`src/include/slmc_defines.svh`:
```
// Register offsets, field positions and reset values of the link and converter control bank.
// Assumes it is included once per compilation unit by its bare name.
`ifndef SLMC_DEFINES_SVH
`define SLMC_DEFINES_SVH

// ******************************************
// Register offsets
// ******************************************
`define SLMC_OFS_LOCK_STATE 12'h250
`define SLMC_OFS_LINK_RESET 12'h253
`define SLMC_OFS_EXT_REF 12'h2b0
`define SLMC_OFS_CUR_DBL 12'h2b1
`define SLMC_OFS_OFS_HOLD 12'h2cf

// ******************************************
// Field positions and reset values
// ******************************************
`define SLMC_LIVE_LSB 4
`define SLMC_LOST_LSB 0
`define SLMC_CTRL_RESET 8'h00

`endif

```
`src/include/slmc_pkg.sv`:
```
// Types shared by the link and converter control bank.
// Assumes nothing beyond a SystemVerilog compiler.
package slmc_pkg;
	// Register access request from the serial control port.
	typedef struct packed {
		logic wr;
		logic rd;
		logic [11:0] addr;
		logic [7:0] wdata;
	} slmc_req_t;

	// Control levels that steer the analog and link logic.
	typedef struct packed {
		logic link_logic_reset_bit;
		logic external_reference_enable;
		logic current_doubler_enable;
		logic offset_update_hold_bit;
	} slmc_ctrl_t;

	// Capture states of the lane arrival values.
	typedef enum logic [1:0] {
		SLMC_ARMED = 2'b01,
		SLMC_TAKEN = 2'b10
	} slmc_cap_t;
endpackage

```
`src/rtl/slmc_regs.sv`:
```
// Control and status register bank for the serializer link and converter options.
// Assumes a decoded serial control port access on clk, asynchronous lock inputs,
// and a high-speed domain that samples the offset apply strobe.
`include "slmc_defines.svh"
`timescale 1ns/1ps
`default_nettype none

module slmc_regs #(
	parameter int PLLS = 4,
	parameter int OFS_W = 16
) (
	// Clock and reset.
	input wire logic clk,
	input wire logic resetn,
	// Register access.
	input wire slmc_pkg::slmc_req_t req,
	output logic [7:0] rdata,
	output logic rvalid,
	// Serializer PLL lock indications, asynchronous.
	input wire logic [PLLS-1:0] pll_lock,
	// Elastic buffer release attempt, same clock.
	input wire logic release_try,
	output logic arrival_capture,
	// Offset values written elsewhere, and what the DACs use.
	input wire logic [OFS_W-1:0] pending_ofs_a,
	input wire logic [OFS_W-1:0] pending_ofs_b,
	output logic [OFS_W-1:0] per_dac_offset_value_a,
	output logic [OFS_W-1:0] per_dac_offset_value_b,
	output logic ofs_apply,
	// Control levels.
	output slmc_pkg::slmc_ctrl_t ctrl
);
	import slmc_pkg::*;

	// Refuse sizes that the read layout and the lane group mapping cannot serve.
	if (PLLS != 4) begin : g_bad_plls
		$error("slmc_regs serves exactly four PLLs");
	end
	if (OFS_W < 1) begin : g_bad_width
		$error("slmc_regs needs a positive offset width");
	end

	// ******************************************
	// Lock input synchronisers
	// ******************************************
	logic [PLLS-1:0] lock_s1, lock_s2, lock_s3, live_lock_bits;

	// A bit moves only when the second and third stages agree, so one metastable
	// sample cannot make a short false loss of lock.
	wire [PLLS-1:0] next_live = (lock_s2 & lock_s3) | (live_lock_bits & (lock_s2 | lock_s3));

	// Three stages; the live value changes once the second and third agree.
	always_ff @(posedge clk or negedge resetn) begin
		if (!resetn) begin
			lock_s1 <= '0;
			lock_s2 <= '0;
			lock_s3 <= '0;
			live_lock_bits <= '0;
		end else begin
			lock_s1 <= pll_lock;
			lock_s2 <= lock_s1;
			lock_s3 <= lock_s2;
			live_lock_bits <= next_live;
		end
	end

	// ******************************************
	// Decode
	// ******************************************
	wire wr_lock = req.wr && req.addr == `SLMC_OFS_LOCK_STATE;
	wire wr_rst = req.wr && req.addr == `SLMC_OFS_LINK_RESET;
	wire wr_ext = req.wr && req.addr == `SLMC_OFS_EXT_REF;
	wire wr_dbl = req.wr && req.addr == `SLMC_OFS_CUR_DBL;
	wire wr_hold = req.wr && req.addr == `SLMC_OFS_OFS_HOLD;

	// ******************************************
	// Sticky lock-lost bits
	// ******************************************
	logic [PLLS-1:0] lock_lost;
	// Bit n covers lanes 4n to 4n+3; a set in the clearing cycle wins.
	wire [PLLS-1:0] lost_clr = wr_lock ? req.wdata[`SLMC_LOST_LSB +: PLLS] : '0;
	wire [PLLS-1:0] next_lost = (lock_lost & ~lost_clr) | ~live_lock_bits;

	always_ff @(posedge clk or negedge resetn) begin
		if (!resetn) begin
			lock_lost <= '0;
		end else begin
			lock_lost <= next_lost;
		end
	end

	// ******************************************
	// Control registers, full bytes kept as read/write
	// ******************************************
	logic [7:0] rst_reg, ext_reg, dbl_reg, hold_reg;

	// Reserved bits are plain storage and read back what was written.
	always_ff @(posedge clk or negedge resetn) begin
		if (!resetn) begin
			rst_reg <= `SLMC_CTRL_RESET;
			ext_reg <= `SLMC_CTRL_RESET;
			dbl_reg <= `SLMC_CTRL_RESET;
			hold_reg <= `SLMC_CTRL_RESET;
		end else begin
			if (wr_rst) rst_reg <= req.wdata;
			if (wr_ext) ext_reg <= req.wdata;
			if (wr_dbl) dbl_reg <= req.wdata;
			if (wr_hold) hold_reg <= req.wdata;
		end
	end

	// Control levels go out registered, one cycle after the byte.
	always_ff @(posedge clk or negedge resetn) begin
		if (!resetn) begin
			ctrl <= '0;
		end else begin
			ctrl.link_logic_reset_bit <= rst_reg[0];
			ctrl.external_reference_enable <= ext_reg[0];
			ctrl.current_doubler_enable <= dbl_reg[0];
			ctrl.offset_update_hold_bit <= hold_reg[0];
		end
	end

	// ******************************************
	// Offset hold and apply
	// ******************************************
	logic hold_d;
	wire hold_fall = hold_d && !hold_reg[0];

	// Outside hold the offsets follow; under hold they freeze; on release both load at once.
	always_ff @(posedge clk or negedge resetn) begin
		if (!resetn) begin
			hold_d <= 1'b0;
			per_dac_offset_value_a <= '0;
			per_dac_offset_value_b <= '0;
			ofs_apply <= 1'b0;
		end else begin
			hold_d <= hold_reg[0];
			ofs_apply <= hold_fall;
			if (!hold_reg[0]) begin
				per_dac_offset_value_a <= pending_ofs_a;
				per_dac_offset_value_b <= pending_ofs_b;
			end
		end
	end

	// ******************************************
	// Lane arrival capture, once per reset
	// ******************************************
	slmc_cap_t cap_state;
	// Link logic under reset makes no release attempt.
	wire first_try = cap_state == SLMC_ARMED && release_try && !ctrl.link_logic_reset_bit;

	always_ff @(posedge clk or negedge resetn) begin
		if (!resetn) begin
			cap_state <= SLMC_ARMED;
			arrival_capture <= 1'b0;
		end else begin
			arrival_capture <= first_try;
			unique case (cap_state)
				SLMC_ARMED: if (first_try) cap_state <= SLMC_TAKEN;
				SLMC_TAKEN: cap_state <= SLMC_TAKEN;
				default: cap_state <= SLMC_ARMED;
			endcase
		end
	end

	// ******************************************
	// Read path
	// ******************************************
	logic [7:0] rd_mux;
	always_comb begin
		unique case (req.addr)
			`SLMC_OFS_LOCK_STATE: rd_mux = {live_lock_bits, lock_lost};
			`SLMC_OFS_LINK_RESET: rd_mux = rst_reg;
			`SLMC_OFS_EXT_REF: rd_mux = ext_reg;
			`SLMC_OFS_CUR_DBL: rd_mux = dbl_reg;
			`SLMC_OFS_OFS_HOLD: rd_mux = hold_reg;
			default: rd_mux = 8'h00;
		endcase
	end

	// Read data is registered one cycle after the request.
	always_ff @(posedge clk or negedge resetn) begin
		if (!resetn) begin
			rdata <= 8'h00;
			rvalid <= 1'b0;
		end else begin
			rvalid <= req.rd;
			if (req.rd) rdata <= rd_mux;
		end
	end

	// ******************************************
	// Checks
	// ******************************************
	// Every PLL seen unlocked has its lost bit set on the next cycle.
	a_lost_sets: assert property (@(posedge clk) disable iff (!resetn)
		|(~live_lock_bits) |=> (lock_lost & ~$past(live_lock_bits)) == ~$past(live_lock_bits))
		else $error("lost bit not set");

	// Without a clearing write no lost bit falls.
	a_lost_sticky: assert property (@(posedge clk) disable iff (!resetn)
		(|lock_lost && !wr_lock) |=> (lock_lost & $past(lock_lost)) == $past(lock_lost))
		else $error("lost bit dropped");

	// A write of ones clears those bits unless the PLL is still unlocked.
	a_lost_clears: assert property (@(posedge clk) disable iff (!resetn)
		wr_lock |=> (lock_lost & $past(req.wdata[`SLMC_LOST_LSB +: PLLS] & live_lock_bits)) == '0)
		else $error("lost bit not cleared");

	// A write of zeros leaves the lost bits alone.
	a_zero_keeps: assert property (@(posedge clk) disable iff (!resetn)
		(wr_lock && req.wdata[3:0] == 4'h0) |=> (lock_lost & $past(lock_lost)) == $past(lock_lost))
		else $error("zero write cleared");

	// Once both late stages agree the live bits take their value.
	a_live_sync: assert property (@(posedge clk) disable iff (!resetn)
		(lock_s2 == lock_s3) |=> live_lock_bits == $past(lock_s2))
		else $error("live lock not synchronised");

	// The status read shows the live bits of the taking cycle.
	a_live_read: assert property (@(posedge clk) disable iff (!resetn)
		(req.rd && req.addr == `SLMC_OFS_LOCK_STATE) |=> rdata[7:4] == $past(live_lock_bits))
		else $error("live field wrong");

	// Read valid is a one-cycle echo of the read strobe.
	a_read_valid: assert property (@(posedge clk) disable iff (!resetn)
		1'b1 |=> rvalid == $past(req.rd))
		else $error("read valid wrong");

	// Link reset level follows the written bit two cycles later.
	a_rst_out: assert property (@(posedge clk) disable iff (!resetn)
		wr_rst |=> ##1 ctrl.link_logic_reset_bit == $past(req.wdata[0], 2))
		else $error("link reset not driven");

	// External reference level follows the written bit two cycles later.
	a_ext_out: assert property (@(posedge clk) disable iff (!resetn)
		wr_ext |=> ##1 ctrl.external_reference_enable == $past(req.wdata[0], 2))
		else $error("ext ref wrong");

	// Doubler level follows the written bit two cycles later.
	a_dbl_out: assert property (@(posedge clk) disable iff (!resetn)
		wr_dbl |=> ##1 ctrl.current_doubler_enable == $past(req.wdata[0], 2))
		else $error("doubler wrong");

	// Hold level follows the written bit two cycles later.
	a_hold_out: assert property (@(posedge clk) disable iff (!resetn)
		wr_hold |=> ##1 ctrl.offset_update_hold_bit == $past(req.wdata[0], 2))
		else $error("hold level wrong");

	// Under hold neither DAC offset moves.
	a_hold_freeze: assert property (@(posedge clk) disable iff (!resetn)
		hold_reg[0] |=> $stable(per_dac_offset_value_a) && $stable(per_dac_offset_value_b))
		else $error("offset moved in hold");

	// Leaving hold loads both offsets in one cycle and pulses the apply strobe.
	a_apply_both: assert property (@(posedge clk) disable iff (!resetn)
		$fell(hold_reg[0]) |=> per_dac_offset_value_a == $past(pending_ofs_a) &&
			per_dac_offset_value_b == $past(pending_ofs_b) && ofs_apply)
		else $error("offsets not applied together");

	// The apply strobe comes only from a falling hold bit.
	a_apply_cause: assert property (@(posedge clk) disable iff (!resetn)
		ofs_apply |-> $past(hold_reg[0], 2) && !$past(hold_reg[0]))
		else $error("apply without release");

	// The first accepted release attempt captures and disarms.
	a_capture_first: assert property (@(posedge clk) disable iff (!resetn)
		first_try |=> arrival_capture && cap_state == SLMC_TAKEN)
		else $error("first capture missed");

	// Link logic held in reset makes no capture.
	a_reset_gate: assert property (@(posedge clk) disable iff (!resetn)
		ctrl.link_logic_reset_bit |=> !arrival_capture)
		else $error("capture under link reset");

	// After the capture no later attempt captures again.
	a_capture_once: assert property (@(posedge clk) disable iff (!resetn)
		cap_state == SLMC_TAKEN |-> ##1 !arrival_capture)
		else $error("second capture");

endmodule

`default_nettype wire

```
`config.mk`:
```
export PLATFORM = sky130hd
export DESIGN_NAME = slmc_regs
export DESIGN_NICKNAME = d
export VERILOG_FILES = /design/src/include/slmc_pkg.sv /design/src/rtl/slmc_regs.sv
export VERILOG_INCLUDE_DIRS = /design/src /design/src/include
export SDC_FILE = /design/constraint.sdc
export NUM_CORES = 1
export LEC_CHECK = 0
export BUFFER_PORTS_ARGS = -buffer_cell sky130_fd_sc_hd__clkbuf_2
export CORE_ASPECT_RATIO = 0.6
export CORE_MARGIN = 3
export CORE_UTILIZATION = 54
export CTS_BUF_LIST = sky130_fd_sc_hd__clkbuf_4
export CTS_CLUSTER_DIAMETER = 80
export DETAILED_ROUTE_END_ITERATION = 10
export PLACE_DENSITY = 0.82
export RECOVER_POWER = 25
export SLEW_MARGIN = 10
export SYNTH_ARGS = -nofsm -noshare
export SYNTH_HDL_FRONTEND = slang
export SYNTH_SLANG_ARGS = --single-unit
```
`constraint.sdc`:
```
create_clock -name clk -period 1.9 [get_ports clk]
set_input_delay 0.285 -clock clk [delete_from_list [all_inputs] [get_ports clk]]
set_output_delay 0.285 -clock clk [all_outputs]
set_load 0.02 [all_outputs]
```
==> summary.md, run 1 <==
| Metric | Value |
|---|---|
| Antenna violations before repair | `0` |
| CTS Root Cell | `clkbuf_4` |
| Fin crit share | `0.737` |
| Rows | `23` |
| # setup viols final | `0` |
| Hold-critical path depth | `2` |
| CP required | `2570 ps` |
| First-pass GRT wire length | `13300 um` |
| Max clock buf depth | `2` |
| Number of synthesized register bits | `101` |
| Most frequent cells in the layout | `clkbuf_2, dfrtp_1, mux2_2, buf_4, o21ai_0` |
| Die W | `117 um` |
| GRT Overall Usage | `0.208` |
| Post-DR vias/cell | `5.37` |
| Placed Cells | `467` |
| Flop pwr share | `0.611` |
| CP max FO | `48` |
| Initial core utilization | `0.578` |
| Slew margin rel. | `0.193` |
| Layout cells sized above 1 | `0.536` |
| Gate Count Post-Synth | `267` |
| Sw Share | `0.245` |
| ANT nets after route | `0` |
| Wirelength, routed | `8190 um` |
| Port-buffer cells | `107` |
| Overall power | `3.67 mW` |
| P&R area growth vs syn | `23.4%` |
| Ports | `108` |
| TritonCTS clock tree | `yes` |
| Top flop regs | `per_dac_offset_value_a: 16 flops, per_dac_offset_value_b: 16 flops` |
| CORE AREA | `6910 sq um` |
| Switching Power | `0.901 mW` |
| Fill cell count | `491` |
| Fmax | `714 MHz` |
| CP Class | `in -> async` |
| Most common cell after layout, fill and taps aside | `clkbuf_2` |
| Logic pwr share | `0.090` |
| Net Count, Synth | `329` |
| Worst skew pair latency | `460 ps` |
| Clock-pin slew on the worst setup and hold paths | `140 ps` |
| Post-CTS setup buffer count | `0` |
| Dpl hpwl | `6050 um` |
| Die Y | `72.6 um` |
| Status | `finished, final reports clean` |
| RSZ-0062 raised after global routing | `no` |
| CP max stage cell | `clkbuf_2` |
| Global placement routability congestion | `0.812` |
| Min cycle time layout | `1400 ps` |
| PwrDens | `745 nW/um^2` |
| CTS buffer count | `9` |
| Hold Crit Class | `in -> reg` |
| Synth Warn # | `0` |
| Fin Clk Skew | `25.4 ps` |
| Vias in the first global route | `2680` |
| Mapped cell area | `3990 sq um` |
| Yosys cell types | `31` |
| Count of final hold-check violations | `0` |
| Worst-path cell chain | `dlygate4sd3_1 > clkbuf_2 > buf_4` |
| Setup slack after layout | `499 ps` |
| Die area | `8490 sq um` |
| P_leak | `2.45 nW` |
| CTS Sinks | `101` |
| Cells on worst reg2reg path | `4` |
| MaxCap Viol Count | `0` |
| Syn_area_per_cell | `14.9 sq um` |
| Initial DRC count | `141` |
| First-pass detailed-route iteration total | `4` |
| H-tree depth | `3` |
| Clk network pwr share | `0.299` |
| Routed vias | `2628` |
| Nets | `458` |
| Final TNS setup | `0 ps` |
| Crit path largest cell delay | `880 ps` |
| VDD IR-drop max | `0.599 mV` |
| Pint | `2.77 mW` |
| DP Worst Slack | `63.4 ps` |
| Register area share after synthesis | `0.634` |
| DRC | `0` |
| Critical Path AT | `2080 ps` |
| Final non-filler cell total | `489` |
| WL/cell | `16.8 um` |
| Largest net degree at the start of global routing | `49` |
| Congestion Overflow GR | `0` |
| Crit start category | `input port` |
| CP Capture Type | `async pin` |
| Worst Tran Pin Value | `1210 ps` |
| Max-slew violation count | `0` |
==> cells in the mapped netlist <==
cell / count / share of area
maj3_1: 4 / 0.010
nand4_1: 1 / 0.0016
inv_1: 3 / 0.0028
buf_2: 2 / 0.0025
buf_1: 4 / 0.0038
nand2_1: 6 / 0.0056
nand3b_1: 1 / 0.0019
o21ai_0: 12 / 0.015
clkbuf_1: 3 / 0.0028
or2_1: 1 / 0.0016
dfstp_2: 1 / 0.0066
nand4b_1: 2 / 0.0044
mux2_1: 1 / 0.0028
buf_4: 1 / 0.0019
a21oi_1: 9 / 0.011
nor2_1: 4 / 0.0038
dfrtp_1: 100 / 0.63
and2_1: 1 / 0.0016
nor2_2: 1 / 0.0016
nand4b_4: 1 / 0.0060
or4b_1: 1 / 0.0025
nor3_4: 2 / 0.0082
a2bb2oi_1: 8 / 0.018
mux2_2: 72 / 0.20
nor2b_1: 9 / 0.014
and4_1: 1 / 0.0022
a22oi_1: 8 / 0.015
ha_1: 1 / 0.0031
nor4b_4: 2 / 0.012
nand3_1: 4 / 0.0050
and3b_1: 1 / 0.0022
==> power by group through the flow <==
stage	combinational (mW)	clock, mW	sequential (mW)
floorplan	0.0815	0	2.32
global placement	0.320	0	2.28
detailed placement	0.326	0	2.28
CTS	0.335	1.13	2.24
global route	0.362	1.22	2.25
finish	0.330	1.10	2.24
==> per-layer routing <==
| metal | routed length, um | GRT usage | part of all wire |
|---|---|---|---|
| met5 | 0 | 0 | 0 |
| met4 | 51 | 0.0369 | 0.0062 |
| met3 | 749 | 0.0820 | 0.091 |
| met2 | 3580 | 0.292 | 0.44 |
| met1 | 3810 | 0.312 | 0.47 |
==> worst paths after layout <==
check	slack (ps)	from	endpoint
max reg2reg	590	cap_state[0]	cap_state[0]
min reg2reg	370	lock_s1[2]	lock_s2[2]
min in group asynchronous	570	resetn	rvalid
max	500	resetn	rdata[5]
max in group clk	530	req[16]	rst_reg[3]
min	60	pending_ofs_a[7]	per_dac_offset_value_a[7]
==> metrics by stage <==
stage | hold WS (ps) | utilization | area, sq um
after floorplan | -10.6 | - | 3990
after global placement | 333 | 0.686 | 4740
after detailed placement | 335 | 0.686 | 4740
after CTS | 33.9 | 0.713 | 4920
after global routing | 8.44 | 0.713 | 4920
final | 55.9 | 0.713 | 4920
==> kinds of logic after synthesis <==
kind of cell | after synthesis | share of synthesized area
multiplexers | 73 | 0.206
flip-flops | 101 | 0.634
AND/OR/NAND/NOR | 38 | 0.0740
AO/OA/AOI/OAI | 37 | 0.0590
adder cells (fa/ha/maj) | 5 | 0.0132
buffers and inverters | 13 | 0.0138
==> area by class of cell <==
cell class / count / area, sq um / area share
Timing Repair Buffer: 128 / 729 / 0.148
Clock inverter: 6 / 62.6 / 0.0127
Inverter: 3 / 11.3 / 0.00229
Sequential cell: 101 / 2530 / 0.514
Tap cell: 87 / 109 / 0.0221
Multi-Input combinational cell: 153 / 1410 / 0.285
Clock buffer: 10 / 75.1 / 0.0152
Antenna cell: 1 / 2.50 / 0.000508
==> critical path, delay by kind of cell <==
family	cells	cell delay, ps
buffers and inverters	3	1770
==> repair_timing <==
item,CTS,global route
hold buffers,5,0
endpoints found under the hold margin,46,0
gates resized for setup,0,0
Power figures use the tool's default switching activity.
==> run 2: changes to the inputs <==
Settings changed: CORE_UTILIZATION 54 to 49, PLACE_DENSITY 0.82 to 0.78.
Clock period 1.9 ns to 1.2 ns, I/O delays scaled along.
==> run 2 against run 1 <==
The flow now finishes with violations (setup timing). Non-clock buffer count grew 50. Cell area rose by 20%. Register-to-register slack lost 650 ps. Worst setup slack lost 560 ps. Critical endpoint is now cap_state[1].
==> summary.md, run 2 (same netlist as run 1, synthesis figures left out) <==
| Metric | Value |
|---|---|
| Routed vias | `2876` |
| CP max stage cell | `dfstp_2` |
| Min cycle time layout | `1260 ps` |
| Overall power | `6.24 mW` |
| Worst-path cell chain | `ha_4 > nand3b_1 > nand2_2 > buf_4 > nor2_1 > a21oi_1` |
| TritonCTS clock tree | `yes` |
| Most frequent cells in the layout | `dfrtp_1, clkbuf_2, buf_6, mux2_2, dlygate4sd3_1` |
| Vias in the first global route | `2851` |
| Status | `finished with violations` |
| Slew margin rel. | `0.534` |
| Crit start category | `flop` |
| CP required | `1570 ps` |
| First-pass GRT wire length | `14300 um` |
| CP Capture Type | `flop` |
| GRT Overall Usage | `0.207` |
| Fin Clk Skew | `10.4 ps` |
| Initial DRC count | `169` |
| Final non-filler cell total | `555` |
| ANT nets after route | `0` |
| Core Util, Final | `0.780` |
| CTS Sinks | `101` |
| Cells on worst reg2reg path | `6` |
| Hold-critical path depth | `2` |
| Ports | `108` |
| Hold Crit Class | `in -> reg` |
| Wirelength, routed | `10100 um` |
| Placed Cells | `493` |
| Nets | `508` |
| Crit path largest cell delay | `580 ps` |
| MaxCap Viol Count | `0` |
| Clock-pin slew on the worst setup and hold paths | `140 ps` |
| RSZ-0062 raised after global routing | `yes` |
| WL/cell | `18.2 um` |
| Post-DR vias/cell | `5.18` |
| CORE AREA | `7570 sq um` |
| Rows | `24` |
| P_leak | `2.80 nW` |
| Die area | `9290 sq um` |
| DRC | `0` |
| Port-buffer cells | `107` |
| # setup viols final | `22` |
| Largest net degree at the start of global routing | `35` |
| CTS Root Cell | `clkbuf_4` |
| Worst Tran Pin Value | `699 ps` |
| H-tree depth | `3` |
| Layout cells sized above 1 | `0.532` |
| Die Y | `75.9 um` |
| Congestion Overflow GR | `0` |
| CP max FO | `2` |
| N_diodes | `0` |
| PwrDens | `1060 nW/um^2` |
| Die W | `122 um` |
| Global placement routability congestion | `0.813` |
| CP Class | `reg -> reg` |
| Final TNS setup | `-486 ps` |
| Count of final hold-check violations | `0` |
| Fin crit share | `1.05` |
| Antenna violations before repair | `0` |
| Max-slew violation count | `0` |
| P&R area growth vs syn | `48.0%` |
| Worst skew pair latency | `440 ps` |
| Most common cell after layout, fill and taps aside | `dfrtp_1` |
| VDD IR-drop max | `0.692 mV` |
| Top flop regs | `per_dac_offset_value_a: 16 flops, per_dac_offset_value_b: 16 flops` |
| CTS buffer count | `9` |
| First-pass detailed-route iteration total | `4` |
| Fmax | `796 MHz` |
| Critical Path AT | `1630 ps` |
| Max clock buf depth | `2` |
| Dpl hpwl | `6380 um` |
| Violated checks | `setup timing` |
| Initial core utilization | `0.527` |
| Setup slack after layout | `-56.2 ps` |
## run 2: cell types whose count changed in the layout (fill, tap and decap cells not counted), moves of 2 or more
| cell | delta |
|---|---|
| dlygate4sd3_1 | +33 |
| clkbuf_2 | -48 |
| buf_4 | +9 |
| buf_12 | +2 |
| mux2_2 | -22 |
| buf_6 | +51 |
| mux2_4 | +23 |
## run 2: worst paths after layout
kind / startpoint / to / slack, ps
worst min-delay path: req[6] / hold_reg[6] / 50
max in group asynchronous: resetn / per_dac_offset_value_b[8] / 100
min in group asynchronous: resetn / ext_reg[2] / 280
worst min register to register: lock_s1[3] / lock_s2[3] / 370
worst max-delay path: cap_state[0] / cap_state[1] / -60
worst max register to register: cap_state[0] / cap_state[1] / -60
## run 2: what timing repair did
action	4_1_cts	5_1_grt
gates cloned	0	1
buffers inserted	3	4
gates resized for setup	4	152
hold endpoints to repair	137	0
hold buffers	38	0
pin swaps	4	2
endpoints found under the setup margin	61	85
## run 2: cell type report
type	count	area [sq um]
fill	463	1660
tap	104	130
clock buffer	10	75.1
sequential	101	2530
clock inverter	6	87.6
timing repair buffer	178	1550
inverter	3	11.3
multi-input combinational	153	1520
## run 2: through the flow
stage	hold WS [ps]	instance area, sq um	worst slack (ps)
floorplan	-116	4100	-407
global placement	118	4950	-506
detailed placement	120	4950	-565
CTS	5.21	5530	-51.7
global route	9.48	5900	-130
finish	46.4	5900	-56.2
## run 2: critical path: cells and delay by family, from the launching register on
family	cells	cell delay, ps
AND/OR/NAND/NOR	3	230
AO/OA/AOI/OAI	1	140
adder cells (fa/ha/maj)	1	130
buffers and inverters	1	110
flip-flops	1	580
## run 2: power by group
group / internal [mW] / leakage [nW] / switching, mW
sequential: 3.50 / 1.27 / 0.0652
clock: 0.865 / 0.0803 / 1.09
combinational: 0.392 / 1.46 / 0.328
## run 2: layer usage
layer,global-route usage,vias up,part of all wire
li1,-,1322,-
met1,0.285,1448,0.44
met2,0.327,96,0.50
met3,0.0608,10,0.055
met4,0.0558,0,0.0082
met5,0,-,0
